==> config.mk <==
export PLATFORM = sky130hd
export DESIGN_NAME = csp_top
export DESIGN_NICKNAME = d
export VERILOG_FILES = /design/src/shared/csp_pkg.sv /design/src/logic/csp_top.sv
export VERILOG_INCLUDE_DIRS = /design/src /design/src/shared
export SDC_FILE = /design/constraint.sdc
export NUM_CORES = 1
export LEC_CHECK = 0
export ABC_AREA = 1
export BUFFER_PORTS_ARGS = -buffer_cell sky130_fd_sc_hd__buf_2
export CAP_MARGIN = 20
export CELL_PAD_IN_SITES_DETAIL_PLACEMENT = 1
export CELL_PAD_IN_SITES_GLOBAL_PLACEMENT = 1
export CORE_UTILIZATION = 30
export CTS_CLUSTER_SIZE = 20
export DETAILED_ROUTE_END_ITERATION = 7
export PLACE_DENSITY = 0.61
export SKIP_CTS_REPAIR_TIMING = 1
export SLEW_MARGIN = 30
export SYNTH_ARGS = -nofsm -noshare
export SYNTH_HDL_FRONTEND = slang
export SYNTH_SLANG_ARGS = --single-unit
==> constraint.sdc <==
create_clock -name clk -period 8.45 [get_ports clk]
set_clock_uncertainty 0.2 [all_clocks]
set_input_delay 1.2675 -clock clk [delete_from_list [all_inputs] [get_ports clk]]
set_output_delay 1.2675 -clock clk [all_outputs]
set_load 0.01 [all_outputs]
==> src/shared/csp_cfg.svh <==
// Constants of the console serial port: register offsets, fields, reset values,
// character codes and timing. Definitions only; included by bare name.
`ifndef CSP_CFG_SVH
`define CSP_CFG_SVH

`define CSP_CLK_HZ 20000000
`define CSP_BAUD_A 2400
`define CSP_BAUD_B 1200
`define CSP_BAUD_C 600
`define CSP_BAUD_D 300
`define CSP_BAUD_E 150
`define CSP_BAUD_F 110

`define CSP_REG_CTRL 5'h00
`define CSP_REG_STATUS 5'h04
`define CSP_REG_RXDATA 5'h08
`define CSP_REG_TXDATA 5'h0C
`define CSP_REG_IRQ_STAT 5'h10
`define CSP_REG_IRQ_CLR 5'h14
`define CSP_REG_IRQ_EN 5'h18

`define CSP_CTRL_ASCII 0
`define CSP_CTRL_FILL_LO 1
`define CSP_CTRL_READER 3
`define CSP_CTRL_XOFF_LO 8
`define CSP_CTRL_RESET 16'h1300

`define CSP_CH_NUL 8'h00
`define CSP_CH_BS 8'h08
`define CSP_CH_LF 8'h0A
`define CSP_CH_CR 8'h0D
`define CSP_CH_XON 8'h11
`define CSP_CH_XOF 8'h13
`define CSP_CH_CTRLZ 8'h1A
`define CSP_CH_ESC 8'h1B
`define CSP_CH_DEL 8'h7F

`define CSP_ECHO_FILLS 3'h3
`define CSP_DEFAULT_FILLS 3'h4
`define CSP_LINE_DEPTH 5'h10
`define CSP_RTS_LIMIT 5'h0E

`endif

==> src/shared/csp_pkg.sv <==
// Types shared by the console serial port design.
// Assumes csp_cfg.svh for numeric constants.
package csp_pkg;
  typedef logic [7:0] csp_char_t;
  typedef enum logic [2:0] {SQ_IDLE, SQ_LEAD, SQ_LF, SQ_XOFF, SQ_FILL} csp_seq_e;
  typedef enum logic [1:0] {RX_IDLE, RX_START, RX_DATA, RX_STOP} csp_rx_e;
  typedef enum logic {TX_IDLE, TX_SHIFT} csp_tx_e;
endpackage

==> src/logic/csp_top.sv <==
// Console serial port: UART with thumbwheel baud select, format strap, modem
// handshake, line-edit receive handling and line-end expansion on transmit.
// Assumes an Avalon-MM master on clk and asynchronous pins from the terminal.
//
// How it works
// RULE1: Positions 3..7 run 2400..150 baud, start, seven data, parity, one stop; the code sends eight data bits there unless ascii_mode is set.
// RULE2: Positions 8 and 9 run 110 baud with two stop bits.
// RULE3: Positions 0, 1 and 2 are unused; the link stays idle.
// RULE4: At 110 baud software may pick binary or ASCII format.
// RULE5: Without the format strap every baud rate uses binary format.
// RULE6: Terminal ready, clear to send and set ready gate sending; request to send out.
// RULE7: A full line buffer drops request to send; sender waits for clear to send.
// RULE8: Received CR or ESC echoes CR LF XOF three nulls; sets end of line, ESC break.
// RULE9: Received backspace echoes backspace and drops the last buffered character.
// RULE10: Received delete echoes delete and drops the last buffered character.
// RULE11: Sent CR is followed by LF, the transmitter-off code and nulls; code 00 omits it.
// RULE12: Null fill count after a sent line end can be cut by 0 to 3.
// RULE13: Four null fills are sent after a line end by default.
// RULE14: Tape reader input gets the same control character handling as keyboard input.
// RULE15: A tape reader read turns the reader control on and sends transmitter-on.
// RULE16: Stop bits beyond the first are accepted and ignored.
// RULE17: The bit clock divides the board clock by a count picked by the selector.
//
// The register offsets and the Avalon-MM register port were chosen for this implementation.
`include "csp_cfg.svh"
`timescale 1ns/100ps
`default_nettype none

module csp_top
  import csp_pkg::*;
#(
  parameter int unsigned BIT_CYC_A = `CSP_CLK_HZ / `CSP_BAUD_A,
  parameter int unsigned BIT_CYC_B = `CSP_CLK_HZ / `CSP_BAUD_B,
  parameter int unsigned BIT_CYC_C = `CSP_CLK_HZ / `CSP_BAUD_C,
  parameter int unsigned BIT_CYC_D = `CSP_CLK_HZ / `CSP_BAUD_D,
  parameter int unsigned BIT_CYC_E = `CSP_CLK_HZ / `CSP_BAUD_E,
  parameter int unsigned BIT_CYC_F = `CSP_CLK_HZ / `CSP_BAUD_F
)
(
  input wire logic clk,
  input wire logic resetn,
  input wire logic [4:0] avs_address,
  input wire logic avs_read,
  input wire logic avs_write,
  input wire logic [31:0] avs_writedata,
  output logic [31:0] avs_readdata,
  output logic avs_waitrequest,
  output logic irq,
  input wire logic [3:0] baud_sel,
  input wire logic binary_format_strap,
  input wire logic rxd,
  output logic txd,
  output logic rts,
  input wire logic cts,
  input wire logic dsr,
  input wire logic dtr,
  output logic reader_control_out
);

  logic [1:0] rst_sync_reg;
  logic rst_n;
  logic [8:0] in_meta_reg;
  logic [8:0] in_sync_reg;
  logic [3:0] sel;
  logic strap_fitted;
  logic rxd_s;
  logic hs_ok;
  logic baud_ok;
  logic two_stop;
  logic ascii_mode;

  // Reset release through two stages
  always_ff @(posedge clk or negedge resetn)
  begin
    if (!resetn)
      rst_sync_reg <= 2'h0;
    else
      rst_sync_reg <= {rst_sync_reg[0], 1'b1};
  end
  assign rst_n = rst_sync_reg[1];

  // Selector, strap and terminal pins are asynchronous, so each of the nine bits passes two stages
  always_ff @(posedge clk or negedge rst_n)
  begin
    if (!rst_n)
    begin
      in_meta_reg <= 9'h1FF;
      in_sync_reg <= 9'h1FF;
    end
    else
    begin
      in_meta_reg <= {baud_sel, binary_format_strap, rxd, cts, dsr, dtr};
      in_sync_reg <= in_meta_reg;
    end
  end
  assign sel = in_sync_reg[8:5];
  assign strap_fitted = in_sync_reg[4];
  assign rxd_s = in_sync_reg[3];
  assign hs_ok = in_sync_reg[2] & in_sync_reg[1] & in_sync_reg[0]; // see RULE6

  function automatic logic [17:0] bit_cycles(input logic [3:0] s);
    case (s)
      4'h3: bit_cycles = BIT_CYC_A[17:0]; // see RULE1
      4'h4: bit_cycles = BIT_CYC_B[17:0];
      4'h5: bit_cycles = BIT_CYC_C[17:0];
      4'h6: bit_cycles = BIT_CYC_D[17:0];
      4'h7: bit_cycles = BIT_CYC_E[17:0];
      4'h8, 4'h9: bit_cycles = BIT_CYC_F[17:0]; // see RULE2
      default: bit_cycles = 18'h00000; // see RULE3
    endcase
  endfunction

  function automatic logic even_parity(input logic [6:0] d);
    even_parity = ^d;
  endfunction

  logic [15:0] ctrl_reg;
  assign baud_ok = bit_cycles(sel) != 18'h00000; // see RULE17
  assign two_stop = sel >= 4'h8; // see RULE2
  // ASCII only with the strap fitted; strap absent forces binary
  assign ascii_mode = strap_fitted & ctrl_reg[`CSP_CTRL_ASCII]; // see RULE4 see RULE5

  // Receiver
  csp_rx_e rx_state;
  logic [17:0] rx_cnt;
  logic [17:0] rx_len;
  logic [2:0] rx_bits;
  logic [7:0] rx_shift;
  logic rx_done;
  logic rx_ferr;

  always_ff @(posedge clk or negedge rst_n)
  begin
    if (!rst_n)
    begin
      rx_state <= RX_IDLE;
      rx_cnt <= 18'h00000;
      rx_len <= 18'h00000;
      rx_bits <= 3'h0;
      rx_shift <= 8'h00;
      rx_done <= 1'b0;
      rx_ferr <= 1'b0;
    end
    else
    begin
      rx_done <= 1'b0;
      rx_ferr <= 1'b0;
      case (rx_state)
        RX_IDLE:
          if (baud_ok && !rxd_s)
          begin
            rx_len <= bit_cycles(sel); // see RULE17
            rx_cnt <= bit_cycles(sel) >> 1;
            rx_state <= RX_START;
          end
        RX_START:
          if (rx_cnt == 18'h00000)
          begin
            rx_cnt <= rx_len - 18'h00001;
            rx_bits <= 3'h0;
            rx_state <= rxd_s ? RX_IDLE : RX_DATA;
          end
          else
            rx_cnt <= rx_cnt - 18'h00001;
        RX_DATA:
          if (rx_cnt == 18'h00000)
          begin
            rx_shift <= {rxd_s, rx_shift[7:1]};
            rx_bits <= rx_bits + 3'h1;
            rx_cnt <= rx_len - 18'h00001;
            if (rx_bits == 3'h7)
              rx_state <= RX_STOP;
          end
          else
            rx_cnt <= rx_cnt - 18'h00001;
        default:
          if (rx_cnt == 18'h00000)
          begin
            // Only the first stop is checked; later ones read as idle line
            rx_done <= rxd_s; // see RULE16
            rx_ferr <= !rxd_s;
            rx_state <= RX_IDLE;
          end
          else
            rx_cnt <= rx_cnt - 18'h00001;
      endcase
    end
  end

  // Bus handshake terms
  logic wr_acc;
  logic rd_acc;
  logic sw_pend;
  assign wr_acc = avs_write & !avs_waitrequest;
  assign rd_acc = avs_read & !avs_waitrequest;

  // Line buffer and receive character handling
  logic [7:0] line_mem [0:15];
  logic [4:0] wr_ptr;
  logic [4:0] rd_ptr;
  logic [4:0] line_cnt;
  logic pop;
  logic [4:0] ev_rx;
  logic echo_req;
  logic echo_exp;
  csp_char_t echo_code;
  csp_char_t rx_ch;
  logic [4:0] keep_min;
  assign line_cnt = wr_ptr - rd_ptr;
  assign pop = rd_acc && avs_address == `CSP_REG_RXDATA && line_cnt != 5'h00;
  assign rx_ch = ascii_mode ? {1'b0, rx_shift[6:0]} : rx_shift;
  assign keep_min = pop ? 5'h01 : 5'h00;

  // Keyboard and tape reader share this path, so edits apply alike
  always_ff @(posedge clk or negedge rst_n)
  begin
    if (!rst_n)
    begin
      wr_ptr <= 5'h00;
      ev_rx <= 5'h00;
      echo_req <= 1'b0;
      echo_exp <= 1'b0;
      echo_code <= 8'h00;
    end
    else
    begin
      ev_rx <= {rx_ferr, 4'h0};
      echo_req <= 1'b0;
      if (rx_done)
      begin
        if (!ascii_mode)
        begin
          if (line_cnt < `CSP_LINE_DEPTH)
          begin
            line_mem[wr_ptr[3:0]] <= rx_ch;
            wr_ptr <= wr_ptr + 5'h01;
            ev_rx[0] <= 1'b1;
          end
          else
            ev_rx[4] <= 1'b1;
        end
        else
        begin
          case (rx_ch) // see RULE14
            `CSP_CH_CR, `CSP_CH_ESC, `CSP_CH_CTRLZ:
            begin
              if (line_cnt < `CSP_LINE_DEPTH)
              begin
                line_mem[wr_ptr[3:0]] <= `CSP_CH_CR;
                wr_ptr <= wr_ptr + 5'h01;
              end
              else
                ev_rx[4] <= 1'b1;
              ev_rx[1] <= 1'b1; // see RULE8
              ev_rx[2] <= rx_ch == `CSP_CH_ESC;
              ev_rx[3] <= rx_ch == `CSP_CH_CTRLZ;
              echo_req <= rx_ch != `CSP_CH_CTRLZ;
              echo_exp <= 1'b1;
              echo_code <= `CSP_CH_CR;
            end
            `CSP_CH_BS, `CSP_CH_DEL:
            begin
              if (line_cnt > keep_min)
                wr_ptr <= wr_ptr - 5'h01; // see RULE9 see RULE10
              echo_req <= 1'b1;
              echo_exp <= 1'b0;
              echo_code <= rx_ch;
            end
            `CSP_CH_XOF:
            begin
              echo_req <= 1'b1;
              echo_exp <= 1'b0;
              echo_code <= `CSP_CH_XON;
            end
            `CSP_CH_LF, `CSP_CH_NUL:
              ev_rx[0] <= 1'b0;
            default:
              if (line_cnt < `CSP_LINE_DEPTH)
              begin
                line_mem[wr_ptr[3:0]] <= rx_ch;
                wr_ptr <= wr_ptr + 5'h01;
                ev_rx[0] <= 1'b1;
              end
              else
                ev_rx[4] <= 1'b1;
          endcase
        end
      end
    end
  end

  always_ff @(posedge clk or negedge rst_n)
  begin
    if (!rst_n)
    begin
      rd_ptr <= 5'h00;
      rts <= 1'b0;
      reader_control_out <= 1'b0;
    end
    else
    begin
      if (pop)
        rd_ptr <= rd_ptr + 5'h01;
      rts <= line_cnt < `CSP_RTS_LIMIT; // see RULE7
      // Reader runs from a tape read until the next character lands
      if (pop && ctrl_reg[`CSP_CTRL_READER])
        reader_control_out <= 1'b1; // see RULE15
      else if (rx_done)
        reader_control_out <= 1'b0;
    end
  end

  // Transmit sequencer: echo first, then transmitter-on, then software data
  csp_seq_e seq_state;
  logic echo_pend;
  logic xon_pend;
  logic pend_exp;
  csp_char_t pend_code;
  csp_char_t sw_data;
  csp_char_t lead_ch;
  csp_char_t xoff_ch;
  logic seq_exp;
  logic [2:0] fill_left;
  logic tx_load;
  csp_char_t tx_byte;
  logic tx_ready;
  logic ev_txd;
  csp_tx_e tx_state;

  assign tx_ready = tx_state == TX_IDLE && !tx_load && hs_ok && baud_ok; // see RULE6 see RULE7

  always_ff @(posedge clk or negedge rst_n)
  begin
    if (!rst_n)
    begin
      seq_state <= SQ_IDLE;
      echo_pend <= 1'b0;
      xon_pend <= 1'b0;
      sw_pend <= 1'b0;
      pend_exp <= 1'b0;
      pend_code <= 8'h00;
      sw_data <= 8'h00;
      lead_ch <= 8'h00;
      xoff_ch <= 8'h00;
      seq_exp <= 1'b0;
      fill_left <= 3'h0;
      tx_load <= 1'b0;
      tx_byte <= 8'h00;
      ev_txd <= 1'b0;
    end
    else
    begin
      tx_load <= 1'b0;
      ev_txd <= 1'b0;
      case (seq_state)
        SQ_IDLE:
          if (echo_pend)
          begin
            echo_pend <= 1'b0;
            lead_ch <= pend_code;
            seq_exp <= pend_exp;
            xoff_ch <= `CSP_CH_XOF;
            fill_left <= `CSP_ECHO_FILLS; // see RULE8
            seq_state <= SQ_LEAD;
          end
          else if (xon_pend)
          begin
            xon_pend <= 1'b0;
            lead_ch <= `CSP_CH_XON; // see RULE15
            seq_exp <= 1'b0;
            seq_state <= SQ_LEAD;
          end
          else if (sw_pend)
          begin
            sw_pend <= 1'b0;
            lead_ch <= sw_data;
            seq_exp <= ascii_mode && sw_data == `CSP_CH_CR; // see RULE11
            xoff_ch <= ctrl_reg[`CSP_CTRL_XOFF_LO +: 8];
            fill_left <= `CSP_DEFAULT_FILLS - {1'b0, ctrl_reg[`CSP_CTRL_FILL_LO +: 2]}; // see RULE12 see RULE13
            seq_state <= SQ_LEAD;
          end
        SQ_LEAD:
          if (tx_ready)
          begin
            tx_load <= 1'b1;
            tx_byte <= lead_ch;
            seq_state <= seq_exp ? SQ_LF : SQ_FILL;
            if (!seq_exp)
              fill_left <= 3'h0;
          end
        SQ_LF:
          if (tx_ready)
          begin
            tx_load <= 1'b1;
            tx_byte <= `CSP_CH_LF;
            seq_state <= SQ_XOFF;
          end
        SQ_XOFF:
          if (xoff_ch == 8'h00)
            seq_state <= SQ_FILL; // see RULE11
          else if (tx_ready)
          begin
            tx_load <= 1'b1;
            tx_byte <= xoff_ch;
            seq_state <= SQ_FILL;
          end
        default:
          if (fill_left == 3'h0)
          begin
            ev_txd <= 1'b1;
            seq_state <= SQ_IDLE;
          end
          else if (tx_ready)
          begin
            tx_load <= 1'b1;
            tx_byte <= `CSP_CH_NUL;
            fill_left <= fill_left - 3'h1;
          end
      endcase
      // Sets after clears so a request in the taking cycle survives
      if (echo_req)
      begin
        echo_pend <= 1'b1;
        pend_exp <= echo_exp;
        pend_code <= echo_code;
      end
      if (pop && ctrl_reg[`CSP_CTRL_READER])
        xon_pend <= 1'b1;
      if (wr_acc && avs_address == `CSP_REG_TXDATA)
      begin
        sw_pend <= 1'b1;
        sw_data <= avs_writedata[7:0];
      end
    end
  end

  // Transmit shifter; frame and bit length fixed at load
  logic [17:0] tx_cnt;
  logic [17:0] tx_len;
  logic [3:0] tx_left;
  logic [10:0] tx_shift;

  always_ff @(posedge clk or negedge rst_n)
  begin
    if (!rst_n)
    begin
      tx_state <= TX_IDLE;
      tx_cnt <= 18'h00000;
      tx_len <= 18'h00000;
      tx_left <= 4'h0;
      tx_shift <= 11'h7FF;
      txd <= 1'b1;
    end
    else
    begin
      case (tx_state)
        TX_IDLE:
        begin
          txd <= 1'b1;
          if (tx_load)
          begin
            tx_len <= bit_cycles(sel);
            tx_cnt <= 18'h00000;
            tx_left <= two_stop ? 4'hB : 4'hA; // see RULE1 see RULE2
            if (ascii_mode)
              tx_shift <= {2'h3, even_parity(tx_byte[6:0]), tx_byte[6:0], 1'b0};
            else
              tx_shift <= {2'h3, tx_byte, 1'b0};
            tx_state <= TX_SHIFT;
          end
        end
        default:
          if (tx_cnt == 18'h00000)
          begin
            if (tx_left == 4'h0)
              tx_state <= TX_IDLE;
            else
            begin
              txd <= tx_shift[0];
              tx_shift <= {1'b1, tx_shift[10:1]};
              tx_left <= tx_left - 4'h1;
              tx_cnt <= tx_len - 18'h00001;
            end
          end
          else
            tx_cnt <= tx_cnt - 18'h00001;
      endcase
    end
  end

  // Register slave: one wait cycle; a TXDATA write waits longer while a transmit byte is queued
  logic [5:0] irq_stat;
  logic [5:0] irq_en;
  logic [5:0] irq_clr;
  logic [31:0] rd_mux;

  assign irq_clr = (wr_acc && avs_address == `CSP_REG_IRQ_CLR) ? avs_writedata[5:0] : 6'h00;

  always_comb
  begin
    if (avs_address == `CSP_REG_CTRL)
      rd_mux = {16'h0000, ctrl_reg};
    else if (avs_address == `CSP_REG_STATUS)
      rd_mux = {16'h0000, 3'h0, line_cnt, sel, reader_control_out, !baud_ok, ascii_mode,
                seq_state != SQ_IDLE || tx_state != TX_IDLE};
    else if (avs_address == `CSP_REG_RXDATA)
      rd_mux = {23'h000000, line_cnt != 5'h00, line_mem[rd_ptr[3:0]]};
    else if (avs_address == `CSP_REG_IRQ_STAT)
      rd_mux = {26'h0000000, irq_stat};
    else if (avs_address == `CSP_REG_IRQ_EN)
      rd_mux = {26'h0000000, irq_en};
    else
      rd_mux = 32'h00000000;
  end

  always_ff @(posedge clk or negedge rst_n)
  begin
    if (!rst_n)
    begin
      avs_waitrequest <= 1'b1;
      avs_readdata <= 32'h00000000;
    end
    else
    begin
      avs_waitrequest <= 1'b1;
      if ((avs_read || avs_write) && avs_waitrequest &&
          !(avs_write && avs_address == `CSP_REG_TXDATA && sw_pend))
      begin
        avs_waitrequest <= 1'b0;
        // Read data holds until the next read answer
        if (avs_read)
          avs_readdata <= rd_mux;
      end
    end
  end

  always_ff @(posedge clk or negedge rst_n)
  begin
    if (!rst_n)
    begin
      ctrl_reg <= `CSP_CTRL_RESET;
      irq_en <= 6'h00;
      irq_stat <= 6'h00;
      irq <= 1'b0;
    end
    else
    begin
      if (wr_acc && avs_address == `CSP_REG_CTRL)
        ctrl_reg <= {avs_writedata[15:8], 4'h0, avs_writedata[3:0]};
      if (wr_acc && avs_address == `CSP_REG_IRQ_EN)
        irq_en <= avs_writedata[5:0];
      irq_stat <= (irq_stat & ~irq_clr) | {ev_rx[4], ev_txd, ev_rx[3:0]}; // see RULE8
      irq <= |(irq_stat & irq_en);
    end
  end

endmodule

`default_nettype wire

# == Word level (Yosys, flattened, before mapping) ==
# Memory sizes are Yosys's and may differ from the RTL's.
# Index checks and enable logic that the tools add are counted.
# W data, S select, Z words.
# classes
add_sub_neg,12
multipliers,0
n_div,0
n_lt_le_gt_ge,4
n_eq_ne,53
shift,0
n_mux,130
n_bitwise,14
reduce_logical,86
# op_table
operator,count
$mux W18,7
$mux W8,15
$pmux W18 S6,1
$sub A18 B1 Y18 const B,4
$mux W3,20
$mux W1,51
$mux W11,4
$logic_not A18 Y1,2
$pmux W18 S2,1
$eq A8 B4 Y1 const B,4
$pmux W8 S4,1
$eq A8 B5 Y1 const B,3
$ne A2 B2 Y1 const B,12
$pmux W8 S3,1
$reduce_bool A2 Y1,11
$reduce_and A3 Y1,7
$mux W5,4
$logic_and A1 B1 Y1,19
$mux W6,3
$mux W9,2
$reduce_and A2 Y1,9
$reduce_bool A18 Y1,1
$eq A4 B3 Y1 const B,4
$logic_not A8 Y1,2
other kinds (63),111
# word_totals
ff_bits,262
latchBits,0
ram_bits,128
rom_bits,0
out_inout_bits,37
word_cells,344
n_memories,1
# memory_table
name,depth,word_bits,rd,rd_ports_with_merged_regs,write_ports,line,text
line_mem,16,8,1,0,1,csp_top.sv:198,logic [7:0] line_mem [0:15];

# == Logic depth before layout (Yosys ltp) ==
# Gate-level depths: netlist (run 1).
# logic_depth
depth_word,11
mapped_depth,19
mapped_depth_nobuf,18

# == Worst setup path before layout (run 1) ==
# No wires, ideal clock.
# synth_timing
kind,register to register
from,register rst_sync_reg[1]
to,memory line_mem[1][0] (enable)
t_arrival_ns,7.264
setup_slack_ns,0.615
stages_incl_launch_ff,7
path_buffers,0
synth_period_minus_slack_ns,7.835
path_cell_list,dfrtp_1 -> nand2_1 -> nor2_4 -> a21oi_2 -> nand2_4 -> nand2_2 -> nor2_1
# synth_via
elab_chain_len,4
word_cells_on_any_way,8
cone_classes,mux: 3; bitwise: 2; reduce/logical: 3
# synth_rtl
item,line,text
"start, declared",csp_top.sv:60,logic [1:0] rst_sync_reg;
"start signal, assigned",csp_top.sv:78,"rst_sync_reg <= {rst_sync_reg[0], 1'b1};"
$logic_and A1 B1 Y1 (on tied branches),n/a,
$mux W1 (on tied branches),n/a,
$or A1 B1 Y1 (no line),n/a,
$or A1 B1 Y1 (no line) *,n/a,
"end, declared",csp_top.sv:198,
# Mark *: on every way between the ends. The rest lies on a longest branch, timed or not.

# == Final worst setup path (run 1) ==
# layout_timing
from,register rd_ptr[1]
to,memory line_mem[13][6] (enable)
# layout_via
elab_chain_len,10
word_cells_on_any_way,19
cone_classes,add/sub: 1; order compare: 1; mux: 12; bitwise: 2; reduce/logical: 3
# layout_rtl
item,line,text
"start, declared",csp_top.sv:200,logic [4:0] rd_ptr;
"start signal, assigned",csp_top.sv:303,rd_ptr <= rd_ptr + 5'h01;
$sub A5 B5 Y5 *,csp_top.sv:209,assign line_cnt = wr_ptr - rd_ptr;
$lt A5 B5 Y1 (no line) *,n/a,
$mux W1 *,"csp_top.sv:233, csp_top.sv:247, csp_top.sv:278",
$mux W1,csp_top.sv:244,case (rx_ch)
$mux W1,csp_top.sv:231,if (!ascii_mode)
$mux W1,csp_top.sv:229,if (rx_done)
$logic_and A1 B1 Y1 (no line),n/a,
$mux W1 (no line),n/a,
$or A1 B1 Y1 (no line),n/a,
$or A1 B1 Y1 (no line) *,n/a,
# Marked as above.

==> impl_metrics.tcl, run 1 <==
set metrics [dict create \
    outcome "completed" \
    yosysTopAreaCell "dfrtp_1" \
    cts_tree "built" \
    clockBufferDepth 3 \
    worstSetupPathType "flip-flop to flip-flop" \
    antenna_found_initial 2 \
    use_met2_pct 27.5 \
    grt_usage_pct 17.0 \
    synth-main-ff-cell "dfrtp_1" \
    r2r_slack_ns 3.80 \
    synth.cell_area_sq_mm 0.0178 \
    antenna_cells 0 \
    cts_max_level 2 \
    dr.pass1.iters 5 \
    drtAntennaViolNets 0 \
    place.gp.congestion 0.862 \
    hold_class "flip-flop to flip-flop" \
    syn_area_per_cell_sq_um 9.04 \
    die_area_sq_mm 0.0602 \
    top_level_ports 87 \
    route.detailed.drc 0 \
    fin_crit_sh_pct 55.0 \
    critPathRequiredTime_ns 8.48 \
    clkSlewWorstSetupHoldPaths_ns 0.06 \
    power.leakage_nw 8.82 \
    maxSlewViolCount 0 \
    grt_use_met3_pct 2.75 \
    crit_arrival_ns 4.68 \
    dpl.hpwl_um 35900 \
    synth_area_leaders "dfrtp_1 (29%), edfxtp_1 (22%), nand2_1 (8.5%)" \
    peakVddDrop_mv 0.153 \
    hold_slack_ns 0.131 \
    drive_gt1_share_pct 12.6 \
    drt-total-wl_um 49800 \
    syn_inst 1965 \
    layout_commonest_cell "nand2_1" \
    clk_latency_ns 0.61 \
    drt_iter0_markers 795 \
    seq_area_frac_synth_pct 55.4 \
    grt_pass1_vias 14400 \
    setup_viol 0 \
    timing.fmax_mhz 215 \
    port_buffers 54 \
    rsz0062_at_grt "no" \
    critPathMaxFanout 40 \
    die_w_um 245 \
    yosysWarnings 0 \
    cts-root-buf "clkbuf_16" \
    synth-seq-cells 366 \
    grt_max_degree 77 \
    largest_reg_flops 128 \
    use_met1_pct 23.0 \
    nets 2088 \
    synth_edf_count 128 \
    avgViaCountPerCell 4.88 \
    dp_slack_ns 3.79 \
    fin_tns_setup_ns 0 \
    layout.cells.non_filler 2813 \
    layout_common_cells "nand2_1 (402), inv_1 (215), nor2_1 (213)" \
    grt_pass1_wl_um 81100 \
    min_period_ns 4.65 \
    grt_overflow_total 0 \
    hold_viol 0 \
    p_total_mw 6.17 \
    cp-end-kind "flip-flop" \
    core_area_sq_mm 0.0581 \
    wl_per_cell_um 17.7 \
    start_util_pct 30.6 \
    async_flop_share_pct 65.0 \
    numCtsBuffers 44 \
    p_per_area_mw_per_mm2 306 \
    ys_types 57 \
    yosys.area.top_type_share_pct 29.0 \
    tightest_slew_ns 0.991 \
    relSlewSlack_pct 33.9 \
    rows 88 \
    cts.sinks 366 \
    fin_ws_ns 3.80 \
    vias 13700 \
    area_growth_pct 13.4 \
    cap_violations 0 \
    fp.dieH_um 245 \
    placed_cells 2732 \
    top_usage_layer "met2" \
    startpoint_type "flip-flop" \
]
stage by stage:
stage,instance area [sq um],utilization [%]
after floorplan,17800,-
after global placement,18700,32.2
after detailed placement,18700,32.2
after CTS,20200,34.7
after global routing,20200,34.7
final,20200,34.7
final timing paths:
kind                            startpoint         endpoint  cells after the start
max reg2reg                      rd_ptr[1]  line_mem[13][6]                     16
min in group asynchronous  rst_sync_reg[1]      rx_shift[2]                      0
max                              rd_ptr[1]  line_mem[13][6]                     16
min reg2reg                 in_meta_reg[8]   in_sync_reg[8]                      0
min                         in_meta_reg[8]   in_sync_reg[8]                      0
max in group asynchronous  rst_sync_reg[1]     echo_code[7]                      2
where the power goes:
group | total, mW | switching (mW) | internal, mW | leakage (nW)
clock network | 1.87 | 0.798 | 1.08 | 0.702
registers | 2.33 | 0.209 | 2.12 | 4.08
logic | 1.96 | 1.34 | 0.619 | 4.04
total | 6.17 | 2.35 | 3.82 | 8.82
routing by layer:
layer | part of all wire, % | vias up
li1 | - | 6618
met1 | 47 | 6859
met2 | 46 | 167
met3 | 3.3 | 90
met4 | 3.0 | 4
met5 | 0.054 | -
cell type report:
type,instances,area [sq um]
Fill cell,6783,38000
Sequential cell,366,9840
Multi-Input combinational cell,1308,6700
Timing Repair Buffer,63,342
Tap cell,765,957
Inverter,230,868
Clock inverter,22,235
Clock buffer,59,1210
cells in the mapped netlist (all sizes together) (2+ instances only):
cell	count
nand2	427
nor2	229
inv	227
o21ai	215
dfrtp	206
edfxtp	128
nand3	113
a21oi	76
buf	38
clkbuf	38
o22ai	37
xor2	36
dfstp	32
ha	24
a22oi	18
nand4	18
nor3	18
a31oi	15
o211ai	14
o221ai	14
o21bai	10
xnor2	6
o31ai	4
clkinv	3
a221oi	2
conb	2
nor4	2
o2111ai	2
o21a	2
or2	2
worst max-delay path, cell delays in order (launching register included):
cell     delay (ns)
dfrtp_1        0.34
buf_4          0.39
inv_1          0.34
buf_4          0.31
fa_1           0.45
nand2_1        0.10
nand2_1        0.08
a21o_1         0.17
nand2_1        0.06
nand2_2        0.11
inv_1          0.35
nand2_1        0.17
nor2_4         0.22
a21oi_2        0.06
nand2_4        0.18
nand2_2        0.12
nor2_1         0.62
kinds of logic (layout without fill, tap and decap cells):
kind of cell,Yosys count,after routing,share of synthesized area (%)
other cells,2,17,0.0423
xor+xnor,42,42,2.07
mux,1,1,0.0634
fa+ha+maj,25,25,1.80
compound gates,412,412,13.6
flops,366,366,55.4
simple gates,811,811,19.8
buf+inv,306,374,7.28
(Power assumes the default switching activity.)
==> run 2, diff against run 1 <==
- PLACE_DENSITY: 0.61 -> 0.63
- clock period: 8.45 -> 4.2 ns (I/O delays scaled with it)
==> impl_metrics.tcl, run 2 (same netlist as run 1, synthesis figures left out) <==
set metrics [dict create \
    outcome "completed" \
    path_cells "clkinv_1, ha_1, nand2_1, nand2_1, a21o_1, nand2_1, nand2_2, inv_1, nand2_1, nor2_4, a21oi_2, nand2_4, nand2_2, nor2_1, buf_4" \
    grt_pass1_wl_um 79900 \
    crit_arrival_ns 3.38 \
    top_level_ports 87 \
    antenna_found_initial 4 \
    peakVddDrop_mv 0.330 \
    r2r_cells 15 \
    cp_slowest_cell "dfrtp_1" \
    hold_class "primary input to flip-flop" \
    drt_iter0_markers 779 \
    cpPeakStageDelay_ns 0.70 \
    cap_violations 0 \
    critPathLaunch "rd_ptr[2]" \
    startpoint_type "flip-flop" \
    r2r_end "line_mem[14][7]" \
    grt_pass1_vias 14300 \
    hold_viol 0 \
    layout_commonest_cell "nand2_1" \
    largest_reg_flops 128 \
    drt-total-wl_um 49600 \
    area_growth_pct 15.5 \
    numCtsBuffers 44 \
    die_area_sq_mm 0.0602 \
    fp.dieH_um 245 \
    clkSlewWorstSetupHoldPaths_ns 0.06 \
    timing.fmax_mhz 302 \
    drtAntennaViolNets 0 \
    vias 13700 \
    r2r_start "rd_ptr[2]" \
    cts-root-buf "clkbuf_16" \
    clk_latency_ns 0.61 \
    cts.sinks 366 \
    p_per_area_mw_per_mm2 613 \
    start_util_pct 30.6 \
    min_period_ns 3.31 \
    power.leakage_nw 9.04 \
    clockBufferDepth 3 \
    relSlewSlack_pct 45.7 \
    fin_tns_setup_ns 0 \
    critPathRequiredTime_ns 4.28 \
    grt_max_degree 161 \
    wl_per_cell_um 17.4 \
    r2r_slack_ns 0.89 \
    rsz0062_at_grt "no" \
    drive_gt1_share_pct 13.7 \
    layout_common_cells "nand2_1 (402), inv_1 (216), nor2_1 (214)" \
    setup_viol 0 \
    cp_common_cell "nand2_1" \
    die_w_um 245 \
    critPathCapture "line_mem[14][7]" \
    place.gp.congestion 0.843 \
    rows 88 \
    dr.pass1.iters 5 \
    cts_max_level 2 \
    critPathMaxFanout 13 \
    dp_slack_ns 0.818 \
    avgViaCountPerCell 4.81 \
    fin_crit_sh_pct 78.7 \
    grt_overflow_total 0 \
    fin_ws_ns 0.894 \
    cts_tree "built" \
    worstSetupPathType "flip-flop to flip-flop" \
    cp-end-kind "flip-flop" \
    port_buffers 54 \
    nets 2123 \
    core_area_sq_mm 0.0581 \
    tightest_slew_ns 0.812 \
    maxSlewViolCount 0 \
    dpl.hpwl_um 34900 \
    route.detailed.drc 0 \
    num-fill-cells 6776 \
    grt_usage_pct 16.7 \
]
==> run 2: layout make-up <==
class	count	area (sq um)	area share, %
clock inverters	17	209	1.02
repair buffers	98	658	3.21
inverters	230	868	4.23
multi-input cells	1308	6700	32.6
well taps	765	957	4.66
clock buffers	65	1290	6.28
flip-flops and latches	366	9840	48.0
diodes	1	2.50	0.0122
==> run 2: how the worst min path moves through the flow <==
stage                                  from              end  cells after the start
final                     avs_writedata[15]     ctrl_reg[15]                      2
after global routing      avs_writedata[15]     ctrl_reg[15]                      2
after CTS                            resetn  rst_sync_reg[1]                      1
after detailed placement    rst_sync_reg[1]      rx_shift[3]                      0
after global placement      rst_sync_reg[1]      rx_shift[3]                      0
after floorplan                      resetn  rst_sync_reg[0]                      0
==> run 2: worst max-delay path: cells and delay by family (launching register included) <==
family	cells	cell delay, ns
flops	1	0.70
simple gates	9	0.98
compound gates	2	0.21
buf+inv	3	0.50
fa+ha+maj	1	0.37
==> run 2: through the flow <==
stage | hold slack [ns] | instances | power, mW | util, % | instance area, sq um
6_report | 0.0788 | 2850 | 12.6 | 35.3 | 20500
2_1_floorplan | 0.131 | 1980 | 7.65 | - | 17800
4_1_cts | -0.438 | 2838 | 12.7 | 35.1 | 20400
5_1_grt | 0.0699 | 2849 | 13.4 | 35.3 | 20500
3_5_place_dp | 0.121 | 2756 | 8.75 | 32.5 | 18900
3_3_place_gp | 0.123 | 2756 | 8.59 | 32.5 | 18900
==> run 2: metal layers <==
| metal | GRT usage (%) | vias to the layer above | routed length (um) |
|---|---|---|---|
| li1 | - | 6683 | - |
| met1 | 22.6 | 6789 | 23300 |
| met2 | 27.4 | 168 | 23600 |
| met3 | 2.70 | 73 | 1590 |
| met4 | 4.88 | 6 | 1060 |
| met5 | 0 | - | 34 |
==> run 2: power breakdown <==
group | leakage (nW) | switching (mW) | internal [mW] | total [mW]
clock | 0.736 | 1.62 | 2.28 | 3.90
sequential | 4.08 | 0.411 | 4.27 | 4.68
combinational | 4.23 | 2.72 | 1.28 | 4.00
total | 9.04 | 4.75 | 7.83 | 12.6
==> run 3, diff against run 2 <==
- clock period: 4.2 -> 2.77 ns (I/O delays scaled with it)
==> impl_metrics.tcl, run 3 (same netlist as run 1, synthesis figures left out) <==
set metrics [dict create \
    place.gp.congestion 0.819 \
    layout_commonest_cell "nand2_1" \
    path_cells "inv_2, ha_4, inv_2, fa_2, nand2_2, nand2_2, a21o_1, nand2_2, nand2_4, inv_2, nand2_2, nor2_4, buf_6, a21oi_4, nand2_4, nand2_8, nor2_4" \
    rsz0062_at_grt "yes" \
    clkSlewWorstSetupHoldPaths_ns 0.05 \
    die_area_sq_mm 0.0602 \
    cp_common_cell "nand2_2" \
    critPathRequiredTime_ns 2.82 \
    drt_iter0_markers 834 \
    grt_pass1_wl_um 82100 \
    hold_class "primary input to async pin" \
    net-switching-power_mw 7.39 \
    hold_viol 0 \
    grt_pass1_vias 14600 \
    cpPeakStageDelay_ns 0.39 \
    cap_violations 0 \
    worstSetupPathType "flip-flop to flip-flop" \
    route.detailed.drc 0 \
    drive_gt1_share_pct 17.0 \
    vias 14000 \
    min_period_ns 2.99 \
    power.internal_mw 12.4 \
    pwr-share-seq_pct 35.6 \
    cts-root-buf "clkbuf_16" \
    timing.fmax_mhz 334 \
    clk_latency_ns 0.59 \
    grt_usage_pct 17.1 \
    rows 88 \
    drt-total-wl_um 51600 \
    clockBufferDepth 3 \
    clkPwrFrac_pct 30.3 \
    placed_area_sq_mm 0.0193 \
    fin_tns_setup_ns -20.22 \
    cts_max_level 2 \
    avgViaCountPerCell 4.84 \
    outcome "finished with violations" \
    fin_ws_ns -0.221 \
    wl_per_cell_um 17.8 \
    crit_buf_inv 4 \
    relSlewSlack_pct 58.0 \
    p_sw_share_pct 37.4 \
    area_growth_pct 20.1 \
    layout_common_cells "nand2_1 (394), inv_1 (212), dfrtp_1 (204)" \
    crit_arrival_ns 3.04 \
    tightest_slew_ns 0.630 \
    peakVddDrop_mv 0.443 \
    antenna_found_initial 0 \
    drtAntennaViolNets 0 \
    num-fill-cells 6713 \
    startpoint_type "flip-flop" \
    cts.sinks 366 \
    start_util_pct 30.6 \
    die_w_um 245 \
    cts_tree "built" \
    cp-end-kind "flip-flop" \
    path_delay_family "simple AND/OR/NAND/NOR gates" \
    antenna_cells 0 \
    dr.pass1.iters 5 \
    p_per_area_mw_per_mm2 925 \
    cp_slowest_cell "dfrtp_1" \
    fin_crit_sh_pct 108 \
    power.leakage_nw 9.32 \
    largest_reg_flops 128 \
    violations "setup timing" \
    core_area_sq_mm 0.0581 \
    dpl.hpwl_um 36800 \
    final-seq-area_sq_mm 0.00984 \
    top_level_ports 87 \
    pwr-share-comb_pct 34.1 \
    maxSlewViolCount 0 \
    nets 2175 \
    critPathMaxFanout 8 \
    numCtsBuffers 43 \
    grt_max_degree 164 \
    grt_overflow_total 0 \
    final_area_sq_mm 0.0214 \
    setup_viol 128 \
    fp.dieH_um 245 \
    multiInputGateArea_sq_mm 0.00701 \
    port_buffers 54 \
]
==> run 3: cell count changes in the layout (fill, tap and decap cells not counted), moves of 4 or more <==
cell           change
nor2_1            -18
nor2_4            +17
inv_1              -4
dlygate4sd3_1     +12
buf_12             +6
nand2_1            -8
buf_4             +30
nand2_8            +6
o21ai_0            -4
==> run 3: final timing paths <==
check                                       from               to  slack (ns)  cells after the start
worst max-delay path                   wr_ptr[0]  line_mem[14][5]       -0.22                     17
worst min-delay path                      resetn  rst_sync_reg[1]        0.01                      2
worst max register to register         wr_ptr[0]  line_mem[14][5]       -0.22                     17
worst min register to register   rst_sync_reg[0]  rst_sync_reg[1]        0.15                      0
max in group asynchronous        rst_sync_reg[1]     ctrl_reg[12]        0.89                      3
min in group clk                avs_writedata[4]       sw_data[4]        0.02                      3
==> run 3: power groups by stage <==
stage                     Sequential [mW]  Clock, mW  Combinational [mW]
after detailed placement             7.12          0                6.51
after floorplan                      7.03          0                4.60
after CTS                            7.03       6.15                6.56
after global routing                 7.13       6.34                7.59
final                                7.03       5.98                6.73
after global placement               7.09          0                6.33
==> run 3: worst register-to-register path: cells and delay by family (launching register included) <==
family / cells / cell delay [ns]
AO/OA/AOI/OAI: 2 / 0.21
adder cells (fa/ha/maj): 2 / 0.50
buffers and inverters: 4 / 0.29
flip-flops: 1 / 0.39
AND/OR/NAND/NOR: 9 / 1.08
==> run 3: layout make-up <==
cell class                      instances  share of cell area, %
Inverter                              230                   4.08
Clock inverter                         22                   1.34
Clock buffer                           58                   5.68
Sequential cell                       366                   46.1
Multi-Input combinational cell       1309                   32.8
Tap cell                              765                   4.48
Timing Repair Buffer                  150                   5.48
==> run 3: per-layer routing <==
layer | vias to the layer above | share of wire [%] | track usage, %
met2 | 190 | 48 | 27.9
met4 | 0 | 2.6 | 5.64
met3 | 76 | 3.1 | 2.61
met1 | 6979 | 47 | 23.2
li1 | 6798 | - | -
met5 | - | 0 | 0
==> run 3: per-stage QoR <==
stage,hold slack (ns),power (mW),instances,setup slack (ns),util [%]
floorplan,-0.0801,11.6,1980,-0.859,-
global placement,0.00357,13.4,2790,-0.221,33.3
detailed placement,0.00860,13.6,2790,-0.323,33.3
CTS,-0.605,19.8,2870,-0.318,35.9
global route,0.00908,21.1,2900,-0.341,36.7
finish,0.0146,19.7,2900,-0.221,36.7
